`src/core/fswm_pkg.sv`:
```
// shared constants and carriers for the flash security and wear monitor
package fswm_pkg;
  // register bus
  localparam int AW = 8;
  localparam int DW = 32;
  localparam logic [7:0] OFS_SEC_CFG = 8'h00;
  localparam logic [7:0] OFS_PASSKEY = 8'h04;
  localparam logic [7:0] OFS_SEC_STAT = 8'h08;
  localparam logic [7:0] OFS_IRQ_STAT = 8'h0C;
  localparam logic [7:0] OFS_IRQ_MASK = 8'h10;
  localparam logic [7:0] OFS_RESULT = 8'h14;
  localparam logic [3:0] OFS_PAGE_HI = 4'h2;
  // security configuration bits
  localparam int CFG_FAB_WEP = 0;
  localparam int CFG_FAB_VP = 1;
  localparam int CFG_FAB_ENC = 2;
  localparam int CFG_ROM_WEP = 3;
  localparam int CFG_ROM_RP = 4;
  localparam int CFG_ROM_ENC = 5;
  localparam int CFG_FLS_WEP = 6;
  localparam int CFG_FLS_RP = 7;
  localparam int CFG_FLS_ENC = 8;
  localparam int STAT_UNLOCK = 9;
  localparam int CFG_THR_LSB = 10;
  localparam int CFG_W = 12;
  localparam logic [11:0] CFG_RST = 12'hC00;
  localparam logic [15:0] PASSKEY_RST = 16'h0000;
  // storage and wear
  localparam int NPAGE = 4;
  localparam int NROM = 4;
  localparam int CNT_W = 14;
  localparam logic [13:0] CNT_START = 14'h08F0;
  localparam int THR_SHIFT = 12;
  localparam logic [15:0] ERASED_WORD = 16'hFFFF;
  localparam logic [1:0] PST_OK = 2'h0;
  localparam logic [1:0] PST_WORN = 2'h3;
  localparam int PST_LSB = 30;
  localparam int PST_ECCS = 17;
  localparam int PST_ECCD = 16;
  // interrupt bits
  localparam int IRQ_W = 4;
  localparam int IRQ_DONE = 0;
  localparam int IRQ_REFUSED = 1;
  localparam int IRQ_WEAR = 2;
  localparam int IRQ_ECC = 3;
  // link frame
  localparam int FRAME_BITS = 32;
  localparam logic [5:0] FRAME_LEN = 6'h20;

  typedef enum logic [3:0] {
    OP_NOP, OP_PROG, OP_ERASE, OP_PROG_ENC, OP_VERIFY,
    OP_VERIFY_ENC, OP_READ, OP_UNLOCK, OP_LOCK
  } fswm_op_t;

  typedef enum logic [1:0] {FEAT_FAB, FEAT_ROM, FEAT_FLS, FEAT_NONE} fswm_feat_t;

  typedef struct packed {
    fswm_op_t op;
    fswm_feat_t feat;
    logic [1:0] idx;
    logic [7:0] rsvd;
    logic [15:0] data;
  } fswm_cmd_t;

  typedef struct packed {
    logic ok;
    logic refused;
    logic match;
    logic wear;
    logic [11:0] rsvd;
    logic [15:0] data;
  } fswm_res_t;
endpackage
```
`src/core/fswm_monitor.sv`:
```
// security policy gate and page wear monitor behind a serial test port
// Operation
// - a set write/erase protection flag refuses program or erase of its feature while locked.
// - read protection of the rom area or flash array blocks reads until the passkey is given.
// - fabric verify protection demands the passkey before any fabric verify.
// - fabric contents are never read back; verify compares shifted-in data internally.
// - encrypted programming of a write/erase protected feature is rejected.
// - an unprotected fabric with encryption on takes encrypted program and verify.
// - the rom area always verifies, only by encrypted stream while its encryption flag is set.
// - the flash array never verifies by encrypted stream.
// - every flash page write counter starts at 2288.
// - each program or erase of a page adds exactly one to its counter.
// - the wear threshold is a multiple of 4096, 12288 at reset.
// - program or erase of a page past the threshold drives its status field to 11.
// - each page has a raw status word with separate status and data ecc error flags.
// - a bad counter never blocks programming and cannot be reset by software.
// - the security status word is readable raw.
`timescale 1ns/1ps
module fswm_monitor
  import fswm_pkg::*;
(
  // clock and reset
  input wire logic i_clk_sys,
  input wire logic i_arst_n,
  // register port
  input wire logic [AW-1:0] i_reg_addr,
  input wire logic [DW-1:0] i_reg_wdata,
  input wire logic i_reg_wr,
  input wire logic i_reg_rd,
  output logic [DW-1:0] o_reg_rdata,
  // test port link
  input wire logic i_lnk_clk,
  input wire logic i_lnk_sel,
  input wire logic i_lnk_di,
  output logic o_lnk_do,
  output logic o_lnk_do_oe,
  // flash ecc detector pulses
  input wire logic [NPAGE-1:0] i_ecc_stat_err,
  input wire logic [NPAGE-1:0] i_ecc_data_err,
  // interrupt
  output logic o_irq
);

  typedef enum logic [1:0] {ST_IDLE, ST_SHIFT, ST_EXEC} fswm_state_t;

  fswm_state_t state_q, state_d;
  logic [2:0] clk_sy_q, sel_sy_q;
  logic [1:0] di_sy_q;
  logic [FRAME_BITS-1:0] shift_q;
  logic [5:0] bits_q;
  fswm_res_t res_q;
  logic [FRAME_BITS-1:0] out_q;
  logic [CFG_W-1:0] cfg_q;
  logic [15:0] passkey_q;
  logic unlock_q;
  logic [IRQ_W-1:0] irq_stat_q, irq_mask_q;
  logic [DW-1:0] rdata_q;
  logic [15:0] fab_q;
  logic [15:0] rom_q [NROM];
  logic [15:0] fls_q [NPAGE];
  logic [CNT_W-1:0] cnt_q [NPAGE];
  logic [1:0] pst_q [NPAGE];
  logic [NPAGE-1:0] eccs_q, eccd_q;
  logic [DW-1:0] page_word [NPAGE];

  // link edges from the synchronised copies only
  wire clk_rise = clk_sy_q[1] & ~clk_sy_q[2];
  wire clk_fall = ~clk_sy_q[1] & clk_sy_q[2];
  wire sel_on = sel_sy_q[1];
  wire sel_drop = ~sel_sy_q[1] & sel_sy_q[2];
  wire exec = (state_q == ST_EXEC);

  // command decode
  fswm_cmd_t cmd;
  assign cmd = fswm_cmd_t'(shift_q);
  wire is_fab = (cmd.feat == FEAT_FAB);
  wire is_rom = (cmd.feat == FEAT_ROM);
  wire is_fls = (cmd.feat == FEAT_FLS);
  wire no_feat = (cmd.feat == FEAT_NONE);
  wire wep = is_fab ? cfg_q[CFG_FAB_WEP] : is_rom ? cfg_q[CFG_ROM_WEP] : cfg_q[CFG_FLS_WEP];
  wire rdp = is_rom ? cfg_q[CFG_ROM_RP] : is_fls & cfg_q[CFG_FLS_RP];
  wire enc = is_fab ? cfg_q[CFG_FAB_ENC] : is_rom ? cfg_q[CFG_ROM_ENC] : cfg_q[CFG_FLS_ENC];
  wire vfp = is_fab & cfg_q[CFG_FAB_VP] & ~unlock_q;
  wire op_wr = (cmd.op == OP_PROG) | (cmd.op == OP_ERASE);
  wire op_any_wr = op_wr | (cmd.op == OP_PROG_ENC);
  wire op_stor = op_any_wr | (cmd.op == OP_VERIFY) | (cmd.op == OP_VERIFY_ENC)
    | (cmd.op == OP_READ);

  // policy refusals
  wire ref_wr = op_wr & wep & ~unlock_q;
  wire ref_penc = (cmd.op == OP_PROG_ENC) & (wep | ~enc);
  wire ref_ver = (cmd.op == OP_VERIFY) & (vfp | (is_rom & enc));
  wire ref_venc = (cmd.op == OP_VERIFY_ENC) & (is_fls | ~enc | vfp);
  wire ref_rd = (cmd.op == OP_READ) & (is_fab | (rdp & ~unlock_q));
  wire ref_key = (cmd.op == OP_UNLOCK) & (cmd.data != passkey_q);
  wire ref_feat = op_stor & no_feat;
  wire refuse = ref_wr | ref_penc | ref_ver | ref_venc | ref_rd | ref_key | ref_feat;

  // encrypted payloads arrive already decrypted; no cipher lives here
  wire do_wr = exec & ~refuse & op_any_wr;
  wire [15:0] wr_val = (cmd.op == OP_ERASE) ? ERASED_WORD : cmd.data;
  wire [15:0] cur_word = is_fab ? fab_q : is_rom ? rom_q[cmd.idx] : fls_q[cmd.idx];
  wire [CNT_W-1:0] thresh = CNT_W'({cfg_q[CFG_W-1:CFG_THR_LSB], THR_SHIFT'(0)});
  wire worn_now = is_fls & (cnt_q[cmd.idx] > thresh);

  // fabric word leaves only as a match bit, never as data
  fswm_res_t res_d;
  assign res_d.ok = ~refuse;
  assign res_d.refused = refuse;
  assign res_d.match = ~refuse & (cmd.op == OP_VERIFY | cmd.op == OP_VERIFY_ENC)
    & (cur_word == cmd.data);
  assign res_d.wear = do_wr & worn_now;
  assign res_d.rsvd = '0;
  assign res_d.data = (~refuse & (cmd.op == OP_READ)) ? cur_word : 16'h0000;

  always_comb begin
    state_d = state_q;
    case (state_q)
      ST_IDLE: begin
        if (sel_on) begin
          state_d = ST_SHIFT;
        end
      end
      ST_SHIFT: begin
        if (sel_drop) begin
          state_d = (bits_q == FRAME_LEN) ? ST_EXEC : ST_IDLE;
        end
      end
      ST_EXEC: state_d = ST_IDLE;
      default: state_d = ST_IDLE;
    endcase
  end

  always_ff @(posedge i_clk_sys or negedge i_arst_n) begin
    if (!i_arst_n) begin
      clk_sy_q <= '0;
      sel_sy_q <= '0;
      di_sy_q <= '0;
      state_q <= ST_IDLE;
    end else begin
      clk_sy_q <= {clk_sy_q[1:0], i_lnk_clk};
      sel_sy_q <= {sel_sy_q[1:0], i_lnk_sel};
      di_sy_q <= {di_sy_q[0], i_lnk_di};
      state_q <= state_d;
    end
  end

  // frame shifter: in on link rise, out on link fall
  always_ff @(posedge i_clk_sys or negedge i_arst_n) begin
    if (!i_arst_n) begin
      shift_q <= '0;
      bits_q <= '0;
      out_q <= '0;
    end else if (exec) begin
      bits_q <= '0;
      out_q <= res_d;
    end else if (state_q == ST_IDLE) begin
      bits_q <= '0;
    end else if (sel_on & clk_rise & (bits_q != FRAME_LEN)) begin
      shift_q <= {shift_q[FRAME_BITS-2:0], di_sy_q[1]};
      bits_q <= bits_q + 6'h01;
    end else if (sel_on & clk_fall) begin
      out_q <= {out_q[FRAME_BITS-2:0], 1'b0};
    end
  end

  assign o_lnk_do = out_q[FRAME_BITS-1];
  assign o_lnk_do_oe = sel_on;

  always_ff @(posedge i_clk_sys or negedge i_arst_n) begin
    if (!i_arst_n) begin
      res_q <= '0;
      fab_q <= ERASED_WORD;
    end else if (exec) begin
      res_q <= res_d;
      if (do_wr & is_fab) begin
        fab_q <= wr_val;
      end
    end
  end

  // rom area words
  for (genvar r = 0; r < NROM; r++) begin : g_rom
    always_ff @(posedge i_clk_sys or negedge i_arst_n) begin
      if (!i_arst_n) begin
        rom_q[r] <= ERASED_WORD;
      end else if (do_wr & is_rom & (cmd.idx == 2'(r))) begin
        rom_q[r] <= wr_val;
      end
    end
  end

  // flash pages: data, wear counter, status, ecc flags
  for (genvar p = 0; p < NPAGE; p++) begin : g_page
    wire hit = do_wr & is_fls & (cmd.idx == 2'(p));
    always_ff @(posedge i_clk_sys or negedge i_arst_n) begin
      if (!i_arst_n) begin
        fls_q[p] <= ERASED_WORD;
        cnt_q[p] <= CNT_START;
        pst_q[p] <= PST_OK;
        eccs_q[p] <= 1'b0;
        eccd_q[p] <= 1'b0;
      end else begin
        if (hit) begin
          fls_q[p] <= wr_val;
          cnt_q[p] <= cnt_q[p] + CNT_W'(1);
        end
        if (hit & worn_now) begin
          pst_q[p] <= PST_WORN;
        end
        if (i_ecc_stat_err[p]) begin
          eccs_q[p] <= 1'b1;
        end
        if (i_ecc_data_err[p]) begin
          eccd_q[p] <= 1'b1;
        end
      end
    end
    assign page_word[p] = {pst_q[p], 12'h000, eccs_q[p], eccd_q[p], 2'h0, cnt_q[p]};
  end

  // register port decode
  wire sel_cfg = (i_reg_addr == OFS_SEC_CFG);
  wire sel_key = (i_reg_addr == OFS_PASSKEY);
  wire sel_sst = (i_reg_addr == OFS_SEC_STAT);
  wire sel_ist = (i_reg_addr == OFS_IRQ_STAT);
  wire sel_msk = (i_reg_addr == OFS_IRQ_MASK);
  wire sel_res = (i_reg_addr == OFS_RESULT);
  wire sel_pg = (i_reg_addr[7:4] == OFS_PAGE_HI);
  wire [1:0] pg_idx = i_reg_addr[3:2];
  wire [DW-1:0] sec_word = DW'({cfg_q[CFG_W-1:CFG_THR_LSB], 1'b0, unlock_q,
    cfg_q[CFG_FLS_ENC:0]});
  wire [DW-1:0] rd_mux = sel_cfg ? DW'(cfg_q) : sel_sst ? sec_word
    : sel_ist ? DW'(irq_stat_q) : sel_msk ? DW'(irq_mask_q)
    : sel_res ? res_q : sel_pg ? page_word[pg_idx] : '0;

  // events; a set in the clearing cycle wins
  wire [IRQ_W-1:0] irq_ev = {|(i_ecc_stat_err | i_ecc_data_err),
    res_d.wear & exec, refuse & exec, ~refuse & exec};
  wire [IRQ_W-1:0] irq_clr = (i_reg_wr & sel_ist) ? i_reg_wdata[IRQ_W-1:0] : '0;

  always_ff @(posedge i_clk_sys or negedge i_arst_n) begin
    if (!i_arst_n) begin
      cfg_q <= CFG_RST;
      passkey_q <= PASSKEY_RST;
      irq_mask_q <= '0;
      irq_stat_q <= '0;
      rdata_q <= '0;
    end else begin
      if (i_reg_wr & sel_cfg) begin
        cfg_q <= i_reg_wdata[CFG_W-1:0];
      end
      if (i_reg_wr & sel_key) begin
        passkey_q <= i_reg_wdata[15:0];
      end
      if (i_reg_wr & sel_msk) begin
        irq_mask_q <= i_reg_wdata[IRQ_W-1:0];
      end
      irq_stat_q <= (irq_stat_q & ~irq_clr) | irq_ev;
      rdata_q <= i_reg_rd ? rd_mux : '0;
    end
  end

  // unlock lasts until lock op or any key/config write
  always_ff @(posedge i_clk_sys or negedge i_arst_n) begin
    if (!i_arst_n) begin
      unlock_q <= 1'b0;
    end else if (i_reg_wr & (sel_key | sel_cfg)) begin
      unlock_q <= 1'b0;
    end else if (exec & (cmd.op == OP_LOCK)) begin
      unlock_q <= 1'b0;
    end else if (exec & (cmd.op == OP_UNLOCK) & ~ref_key) begin
      unlock_q <= 1'b1;
    end
  end

  assign o_reg_rdata = rdata_q;
  assign o_irq = |(irq_stat_q & irq_mask_q);
endmodule

```
`config.mk`:
```
export PLATFORM = sky130hd
export DESIGN_NAME = fswm_monitor
export DESIGN_NICKNAME = d
export VERILOG_FILES = /design/src/core/fswm_pkg.sv /design/src/core/fswm_monitor.sv
export SDC_FILE = /design/constraint.sdc
export NUM_CORES = 1
export LEC_CHECK = 0
export BUFFER_PORTS_ARGS = -buffer_cell sky130_fd_sc_hd__buf_4
export CAP_MARGIN = 20
export CELL_PAD_IN_SITES_DETAIL_PLACEMENT = 1
export CELL_PAD_IN_SITES_GLOBAL_PLACEMENT = 1
export CORE_MARGIN = 2
export CORE_UTILIZATION = 45
export DETAILED_ROUTE_END_ITERATION = 12
export PLACE_DENSITY_LB_ADDON = 0.1
export SLEW_MARGIN = 5
export SYNTH_ARGS = -nofsm -noshare
export SYNTH_HDL_FRONTEND = slang
export SYNTH_SLANG_ARGS = --single-unit
export TNS_END_PERCENT = 10
```
`constraint.sdc`:
```
create_clock -name i_clk_sys -period 2.5 [get_ports i_clk_sys]
set_input_delay 0.5 -clock i_clk_sys [delete_from_list [all_inputs] [get_ports i_clk_sys]]
set_output_delay 0.5 -clock i_clk_sys [all_outputs]
set_load 0.02 [all_outputs]
```
# [Yosys cells after proc, flatten, opt, wreduce, memory -nomap -nowiden]
# Cells that the tools add are included.
[totals] reg_bits=381 inputBits=55 out_inout_bits=35 elab_cells=222
[classes] addsub=5 order_cmp=3 eq_ne=30 muxes=43 bitwise=85 reduce_logical=13
[op_table] op="two-way mux 32 bit" n=13
[op_table] op="two-way mux 16 bit" n=8
[op_table] op="binary-select mux 16 bit (select 2 bit)" n=2
[op_table] op="binary-select mux 32 bit (select 2 bit)" n=1
[op_table] op="adder 14 x 1 -> 14 bit, second input constant" n=4
[op_table] op="bitwise AND 1 bit" n=51
[op_table] op="binary-select mux 14 bit (select 2 bit)" n=1
[op_table] op="two-way mux 14 bit" n=2
[op_table] op="two-way mux 6 bit" n=3
[op_table] op="bitwise OR 1 bit" n=18
[op_table] op="equality test 16 bit" n=1
[op_table] op="equality test 4 x 3 -> 1 bit, second input constant" n=4
[op_table] op="equality test 8 x 4 -> 1 bit, second input constant" n=2
[op_table] op="equality test 8 x 5 -> 1 bit, second input constant" n=2
[op_table] op="inequality test 16 bit" n=1
[op_table] op="> comparator 14 bit" n=1
[op_table] op="equality test 4 x 2 -> 1 bit, second input constant" n=3
[op_table] op="equality test 2 bit, second input constant" n=5
[op_table] op="NOT 1 bit" n=9
[op_table] op="bitwise AND 4 bit" n=2
[op_table] op="equality test 8 x 3 -> 1 bit, second input constant" n=1
[op_table] op="zero test 8 bit" n=1
[op_table] op="two-way mux 1 bit" n=8
[op_table] op="inequality test 2 bit, second input constant" n=4
[op_table] op="19 further kinds" n=32

# [Logic depth before layout (Yosys ltp)]
# Gate-level depths: netlist of run 1.
[depth] depth_word=18 ltp_mapped=12 depth_no_buf=8

# [Worst setup path before layout of run 1]
# OpenSTA, ideal clock, no wires.
[synth_timing] path_type="flip-flop to flip-flop" startpoint="register shift_q[24] (netlist: cmd[24])" endpoint="register out_q[28]" setup_time_ps=77 t_arrival_ps=2464 required_time_ps=2423 path_slack_ps=-41 stages_incl_launch_ff=10 path_buffers=2 period_less_slack_ps=2541 cell_sequence="dfrtp_1 buf_2 buf_2 mux4_2 ha_1 nor2b_1 o21ai_0 a41oi_1 nand3_1 a21oi_1"
[synth_via] elab_chain_cells=8
[synth_lines] item="start: declaration" line_no="fswm_monitor.sv:49" text="logic [FRAME_BITS-1:0] shift_q;"
[synth_lines] item="start signal: assignment" line_no="fswm_monitor.sv:160" text="shift_q <= {shift_q[FRAME_BITS-2:0], di_sy_q[1]};"
[synth_lines] item="NOT 2 -> 3 bit (not written as such)" line_no="fswm_monitor.sv:104" text="wire worn_now = is_fls & (cnt_q[cmd.idx] > thresh);"
[synth_lines] item="binary-select mux 14 bit (select 2 bit)" line_no="fswm_monitor.sv:104"
[synth_lines] item="two-way mux 14 bit (not written as such) (2 in a row)" line_no="fswm_monitor.sv:104"
[synth_lines] item="> comparator 14 bit" line_no="fswm_monitor.sv:104"
[synth_lines] item="bitwise AND 1 bit" line_no="fswm_monitor.sv:104"
[synth_lines] item="bitwise AND 1 bit" line_no="fswm_monitor.sv:112" text="assign res_d.wear = do_wr & worn_now;"
[synth_lines] item="two-way mux 32 bit" line_no="fswm_monitor.sv:154" text="end else if (exec) begin"
[synth_lines] item="end signal: assignment" line_no="fswm_monitor.sv:156" text="out_q <= res_d;"
[synth_lines] item="end signal: assignment" line_no="fswm_monitor.sv:163" text="out_q <= {out_q[FRAME_BITS-2:0], 1'b0};"
[synth_lines] item="end: declaration" line_no="fswm_monitor.sv:52" text="logic [FRAME_BITS-1:0] out_q;"
# No other way between the ends. The select of a mux whose other input is x is not followed.
# A chain may end at the register's enable or synchronous reset.

# [Worst setup path in the final report of run 1]
[layout_timing] startpoint="register shift_q[25] (netlist: cmd[25])" endpoint="register res_q[29] in the netlist's numbering"
[layout_via] elab_chain_cells=8 word_cells_on_any_way=11 cone_classes="1 x eq/ne; 8 x mux; 2 x bitwise"
[layout_lines] item="NOT 2 -> 3 bit (not written as such) *" line_no="fswm_monitor.sv:102" text="wire [15:0] cur_word = is_fab ? fab_q : is_rom ? rom_q[cmd.idx] : fls_q[cmd.idx];"
[layout_lines] item="binary-select mux 16 bit (select 2 bit)" line_no="fswm_monitor.sv:102"
[layout_lines] item="two-way mux 16 bit (not written as such) (2 in a row)" line_no="fswm_monitor.sv:102"
[layout_lines] item="two-way mux 16 bit * (2 in a row)" line_no="fswm_monitor.sv:102"
[layout_lines] item="equality test 16 bit *" line_no="fswm_monitor.sv:111" text="& (cur_word == cmd.data);"
[layout_lines] item="bitwise AND 1 bit *" line_no="fswm_monitor.sv:111"
[layout_lines] item="end signal: assignment" line_no="fswm_monitor.sv:175" text="res_q <= res_d;"
[layout_lines] item="end: declaration" line_no="fswm_monitor.sv:51" text="fswm_res_t res_q;"
# Mark *: on every way between the ends. The rest lies on a longest branch, timed or not. The select of a mux whose other input is x is not followed.

==> results of run 1 <==
==> worst min-delay path by stage <==
| stage | cells after the start | slack [ps] | end | from |
|---|---|---|---|---|
| after floorplan | 0 | 200 | bits_q[0] | i_arst_n |
| after global placement | 0 | 330 | sel_sy_q[1] | sel_sy_q[0] |
| after detailed placement | 0 | 340 | sel_sy_q[1] | sel_sy_q[0] |
| after CTS | 1 | 20 | sel_sy_q[0] | i_lnk_sel |
| after global routing | 1 | 20 | sel_sy_q[0] | i_lnk_sel |
| final | 1 | 50 | di_sy_q[0] | i_lnk_di |
==> registers in the layout (all words and copies together), names as in the netlist, 6 cells and up <==
signal	cells
cmd	32
out_q	32
rom_q	64
res_q	20
cfg_q	12
passkey_q	16
bits_q	6
fab_q	16
fls_q	64
cnt_q	56
o_reg_rdata	22
==> critical path, cell delays in order (launching register included) <==
cell      delay (ps)
dfrtp_4          520
buf_12           160
buf_16           150
buf_4            150
mux2i_1          180
a22o_1           220
o21bai_1         150
buf_4            140
o32ai_1          100
or4_1            480
nor4_4           160
a41o_1           200
==> kinds of logic after synthesis <==
| logic type | Yosys count |
|---|---|
| multiplexers | 288 |
| AO/OA/AOI/OAI | 180 |
| adder cells (fa/ha/maj) | 8 |
| buffers and inverters | 134 |
| flip-flops | 371 |
| other | 1 |
| AND/OR/NAND/NOR | 459 |
| XOR/XNOR | 75 |
==> where the power goes <==
| part | internal (µW) | switching (µW) | leakage, µW |
|---|---|---|---|
| Clock | 3950 | 2510 | 0.000711 |
| Sequential | 6210 | 128 | 0.00442 |
| Combinational | 440 | 651 | 0.00496 |
| Total | 10600 | 3290 | 0.0101 |
==> cell type report <==
cell class | instances | area share [%]
well taps | 525 | 2.88
multi-input cells | 1020 | 37.6
clock buffers | 57 | 5.22
repair buffers | 279 | 11.3
flip-flops and latches | 371 | 41.7
clock inverters | 18 | 1.10
inverters | 17 | 0.280
==> layer usage <==
| layer | wire [µm] | share of wire [%] | GRT usage (%) | vias to the layer above |
|---|---|---|---|---|
| met4 | 2050 | 3.6 | 9.27 | 0 |
| met5 | 0 | 0 | 0 | - |
| met1 | 25400 | 45 | 36.6 | 6876 |
| met2 | 26900 | 48 | 43.6 | 262 |
| li1 | - | - | - | 5858 |
| met3 | 2060 | 3.6 | 4.23 | 94 |
==> layout by cell type, fill, tap and decap left out, drive strengths merged, types with 10 or more instances in the layout <==
| master | count |
|---|---|
| clkbuf | 61 |
| nand3 | 36 |
| nor2 | 66 |
| conb | 10 |
| nor2b | 19 |
| dfrtp | 205 |
| xnor2 | 58 |
| a22oi | 18 |
| xor2 | 17 |
| or2 | 25 |
| o21ai | 43 |
| nor4 | 31 |
| mux2 | 214 |
| a21oi | 42 |
| a22o | 10 |
| clkinv | 11 |
| nor3 | 21 |
| mux4 | 26 |
| mux2i | 48 |
| inv | 17 |
| and3 | 20 |
| buf | 274 |
| nand2b | 12 |
| nand4 | 40 |
| and2 | 17 |
| nand2 | 141 |
| o22ai | 12 |
| dfstp | 166 |
==> metrics by stage <==
stage	instances	TNS, ps	power, µW	hold WS [ps]	instance area (µm²)
after floorplan	1525	0	6960	204	18000
after global placement	2182	-21700	7430	334	20300
after detailed placement	2182	-25230	7460	337	20300
after CTS	2272	-1980	14000	18.2	22300
after global routing	2287	-28280	14400	19.0	22800
final	2287	-11730	13900	47.5	22800
==> repair_timing <==
action,CTS,global route
pin swaps,18,27
resized for setup,90,79
endpoints found under the setup margin,211,221
buffers inserted,12,10
gates cloned,2,4
hold buffers,1,0
hold endpoints to repair,29,0
==> impl_metrics.toml, run 1 <==
[status]
status = "finished with violations"
violations = "setup timing"

[cells_and_area]
regArea_um2 = 9500
multi_input_area_um2 = 8570
n_antenna_cell = 0
syn_to_final_growth_pct = 26.5
utilization_pct = 57.5
fillers = 4095
finalNetCount = 1794
drive_gt1_share_pct = 48.6

[clock_network]
root_buffer = "clkbuf_16"
cts_tree = "yes"
cts.sinks = 371
numCtsBuffers = 42
clk_pin_slew_worst_paths_ps = 60
worstSkewPairLatency_ps = 570
cts.path.max_buffers = 3
cts.htree.levels = 2

[logic_synthesis]
synthCells = 1516
synth_area_um2 = 18000
yosysTopAreaCell = "dfrtp_1"
synth.top_cell.area_share_pct = 28.5
ys_seq_area_share_pct = 52.7
synthTopCellsByCount = "mux2_2, dfrtp_1, dfstp_2, nand2_1, nor2_1"
synth_edf_count = 0
ys.flop_type = "dfrtp_1"
ys_ff_latch = 371
ys.warnings.count = 0
avgSynthCellArea_um2 = 11.9
yosysMostFrequentCell = "mux2_2"
yosys.area_share.adder_pct = 0.556
async_flop_share_pct = 100
synth_top_family_by_area = "multiplexers"
synth_xor_area_share_pct = 3.73
ys_types = 78
synth-simple-area-share_pct = 13.5
synth_mux_area_share_pct = 19.3
synthTopCellsByArea = "dfrtp_1, dfstp_2, mux2_2, mux4_2, nand2_1"
synth_compound_area_share_pct = 6.61

[floorplan]
num_rows = 73
die_h_um = 204
start_util_pct = 45.4
core_area_um2 = 39600
die_w_um = 204
io_pins = 90
die-area_um2 = 41600

[global_routing]
grt_pass1_vias = 14000
grt_pass1_wl_um = 84400
grt_overflow = 0
antenna_found_initial = 0
grt_max_degree = 75
gr-usage-all-layers_pct = 26.8

[placement]
port_buffers = 63
dp_slack_ps = -293
gp_congestion = 0.910
post-dp-hpwl_um = 37900

[routing]
vias_per_cell = 5.72
drt-total-wl_um = 56400
first_pass_iters = 5
vias = 13100
drc = 0
ant_nets = 0
first_iter_violations = 745
wl_per_cell_um = 24.7

[worst_hold_path]
min_path_type = "in2reg"

[worst_setup_path]
end_kind = "register"
ff2ff_setup_slack_ps = -190
critical_path_class = "reg2reg"
crit_start = "cmd[25]"
arrival_ps = 3200
r2r_end = "res_q[29]"
cp_max_fo = 7
crit_required_ps = 3010
startpoint_type = "register"
worstRegToRegCells = 11
r2r-start = "cmd[25]"
cp-endpoint = "res_q[29]"

[sta]
rsz0062_at_grt = "yes"
fin_crit_sh_pct = 108
slew_headroom_pct = 50.7
final-hold-violation-count = 0
finClkSkew_ps = 19.7
fin_ws_ps = -189
setup_violations = 171
worst-slew-pin-transition_ps = 734
timing.final.crit_period_ps = 2690
slew_viol_final = 0
fmax_ghz = 0.372

[power]
p_leak_uw = 0.0101
ir_worst_vdd_mv = 0.599
powerDensity_nw_per_um2 = 610

[job]
drv_cap = 0
Note: power is estimated with default switching activity, not from simulation.
==> run 2: changes to the inputs <==
--- a/config.mk
+++ b/config.mk
@@ -13,6 +13,7 @@
 export CORE_UTILIZATION = 45
 export DETAILED_ROUTE_END_ITERATION = 12
 export PLACE_DENSITY_LB_ADDON = 0.1
+export RECOVER_POWER = 50
 export SLEW_MARGIN = 5
 export SYNTH_ARGS = -nofsm -noshare
 export SYNTH_HDL_FRONTEND = slang
==> run 2 against run 1 <==
Compared with the run above: the flow still finishes with violations (setup timing); non-clock buffer count stayed put; highest routed layer unchanged; global-route usage stayed put; sequential power hardly changed; maximum frequency hardly changed; power hardly changed.
==> impl_metrics.toml, run 2 (same netlist as run 1, synthesis figures left out) <==
[worst_setup_path]
end_kind = "register"
arrival_ps = 3200
worstPathCellList = "buf_12 -> buf_16 -> buf_4 -> mux2i_1 -> a22o_1 -> o21bai_1 -> buf_4 -> o32ai_1 -> or4_1 -> nor4_4 -> a41o_1"
cp_top_family = "compound AO/OA/AOI/OAI gates"
slowest_delay_ps = 520
cp.depth = 11
startpoint_type = "register"
worstRegToRegCells = 11
worst_path_most_repeated_cell = "buf_4"
critical_path_class = "reg2reg"
crit_start = "cmd[25]"
path_buf_inv = 4
r2r-start = "cmd[25]"
cp_max_fo = 7
slowest_stage = "dfrtp_4"
crit_required_ps = 3010

[sta]
worst_hold_slack_ps = 67.9
worst-slew-pin-transition_ps = 1310
slew_headroom_pct = 12.6
fmax_ghz = 0.372
rsz0062_at_grt = "yes"
fin_crit_sh_pct = 108
final-hold-violation-count = 0
finClkSkew_ps = 22.9
timing.final.crit_period_ps = 2690
fin_ws_ps = -190
setup_tns_ps = -10410
slew_viol_final = 0
setup_violations = 156

[cells_and_area]
fillers = 4103
final_cell_mix = "buf_4, dfrtp_1, dfstp_2, mux2_2, nand2_1"
finalNetCount = 1794
drive_gt1_share_pct = 48.5
syn_to_final_growth_pct = 26.2
multi_input_area_um2 = 8570
layout_commonest_cell = "buf_4"
reg_top3 = "fls_q: 64 flops, rom_q: 64 flops, cnt_q: 56 flops"
regArea_um2 = 9500
n_antenna_cell = 0

[routing]
drt-total-wl_um = 56300
first_pass_iters = 5
vias = 13100
first_iter_violations = 771
vias_per_cell = 5.72
ant_nets = 0
drc = 0
wl_per_cell_um = 24.6

[power]
p_leak_uw = 0.0101
ir_worst_vdd_mv = 0.599
powerDensity_nw_per_um2 = 611

[worst_hold_path]
hold_start = "i_lnk_sel"
min_path_type = "in2reg"
min_path_cells = 1

[global_routing]
gr-usage-all-layers_pct = 26.8
grt_pass1_vias = 14000
grt_pass1_wl_um = 84400
antenna_found_initial = 0
grt_max_degree = 75
grt_overflow = 0

[clock_network]
cts.sinks = 371
clk_pin_slew_worst_paths_ps = 60
worstSkewPairLatency_ps = 570
cts.path.max_buffers = 3
numCtsBuffers = 42
cts_tree = "yes"
cts.htree.levels = 2
root_buffer = "clkbuf_16"

[status]
violations = "setup timing"
status = "finished with violations"

[placement]
gp_congestion = 0.910
post-dp-hpwl_um = 37900
port_buffers = 63

[floorplan]
core_area_um2 = 39600
die-area_um2 = 41600
start_util_pct = 45.4
num_rows = 73
die_h_um = 204
io_pins = 90
die_w_um = 204

[job]
drv_cap = 0
## run 2: power breakdown
group / internal (µW) / switching, µW / leakage (µW)
sequential: 6210 / 128 / 0.00442
clock: 3950 / 2520 / 0.000711
combinational: 427 / 647 / 0.00493
## run 2: stage by stage
step	cells	util (%)	worst slack, ps	power, µW	cell area, µm²
floorplan	1525	-	32.2	6960	18000
global placement	2182	51.1	-262	7430	20300
detailed placement	2182	51.1	-293	7460	20300
CTS	2272	56.1	-151	14000	22300
global route	2287	57.3	-261	14400	22700
finish	2287	57.3	-190	13900	22700
## run 2: what timing repair did
item,4_1_cts,5_1_grt
hold endpoints to repair,29,0
gates cloned,2,4
buffers inserted,12,10
pin swaps,18,27
endpoints found under the setup margin,211,221
gates resized for setup,90,79
hold buffers,1,0
## run 2: path summary, 6_finish.rpt
kind,end,slack [ps]
min in group asynchronous,cnt_q[37],790
setup reg to reg,res_q[29],-190
max in group asynchronous,out_q[21],360
hold reg to reg,sel_sy_q[1],350
setup / recovery,res_q[29],-190
hold / removal,sel_sy_q[0],70
## run 2: layout make-up
| class | count | share of cell area (%) |
|---|---|---|
| Clock buffer | 57 | 5.23 |
| Clock inverter | 18 | 1.10 |
| Inverter | 17 | 0.281 |
| Multi-Input combinational cell | 1020 | 37.7 |
| Sequential cell | 371 | 41.8 |
| Tap cell | 525 | 2.89 |
| Timing Repair Buffer | 279 | 11.0 |
## run 2: metal layers
metal  track usage, %  wire (µm)  up-vias
met5                0          0        -
met4             9.27       2040        0
met3             4.23       2090       95
met2             43.6      26900      253
met1             36.6      25300     6873
li1                 -          -     5853
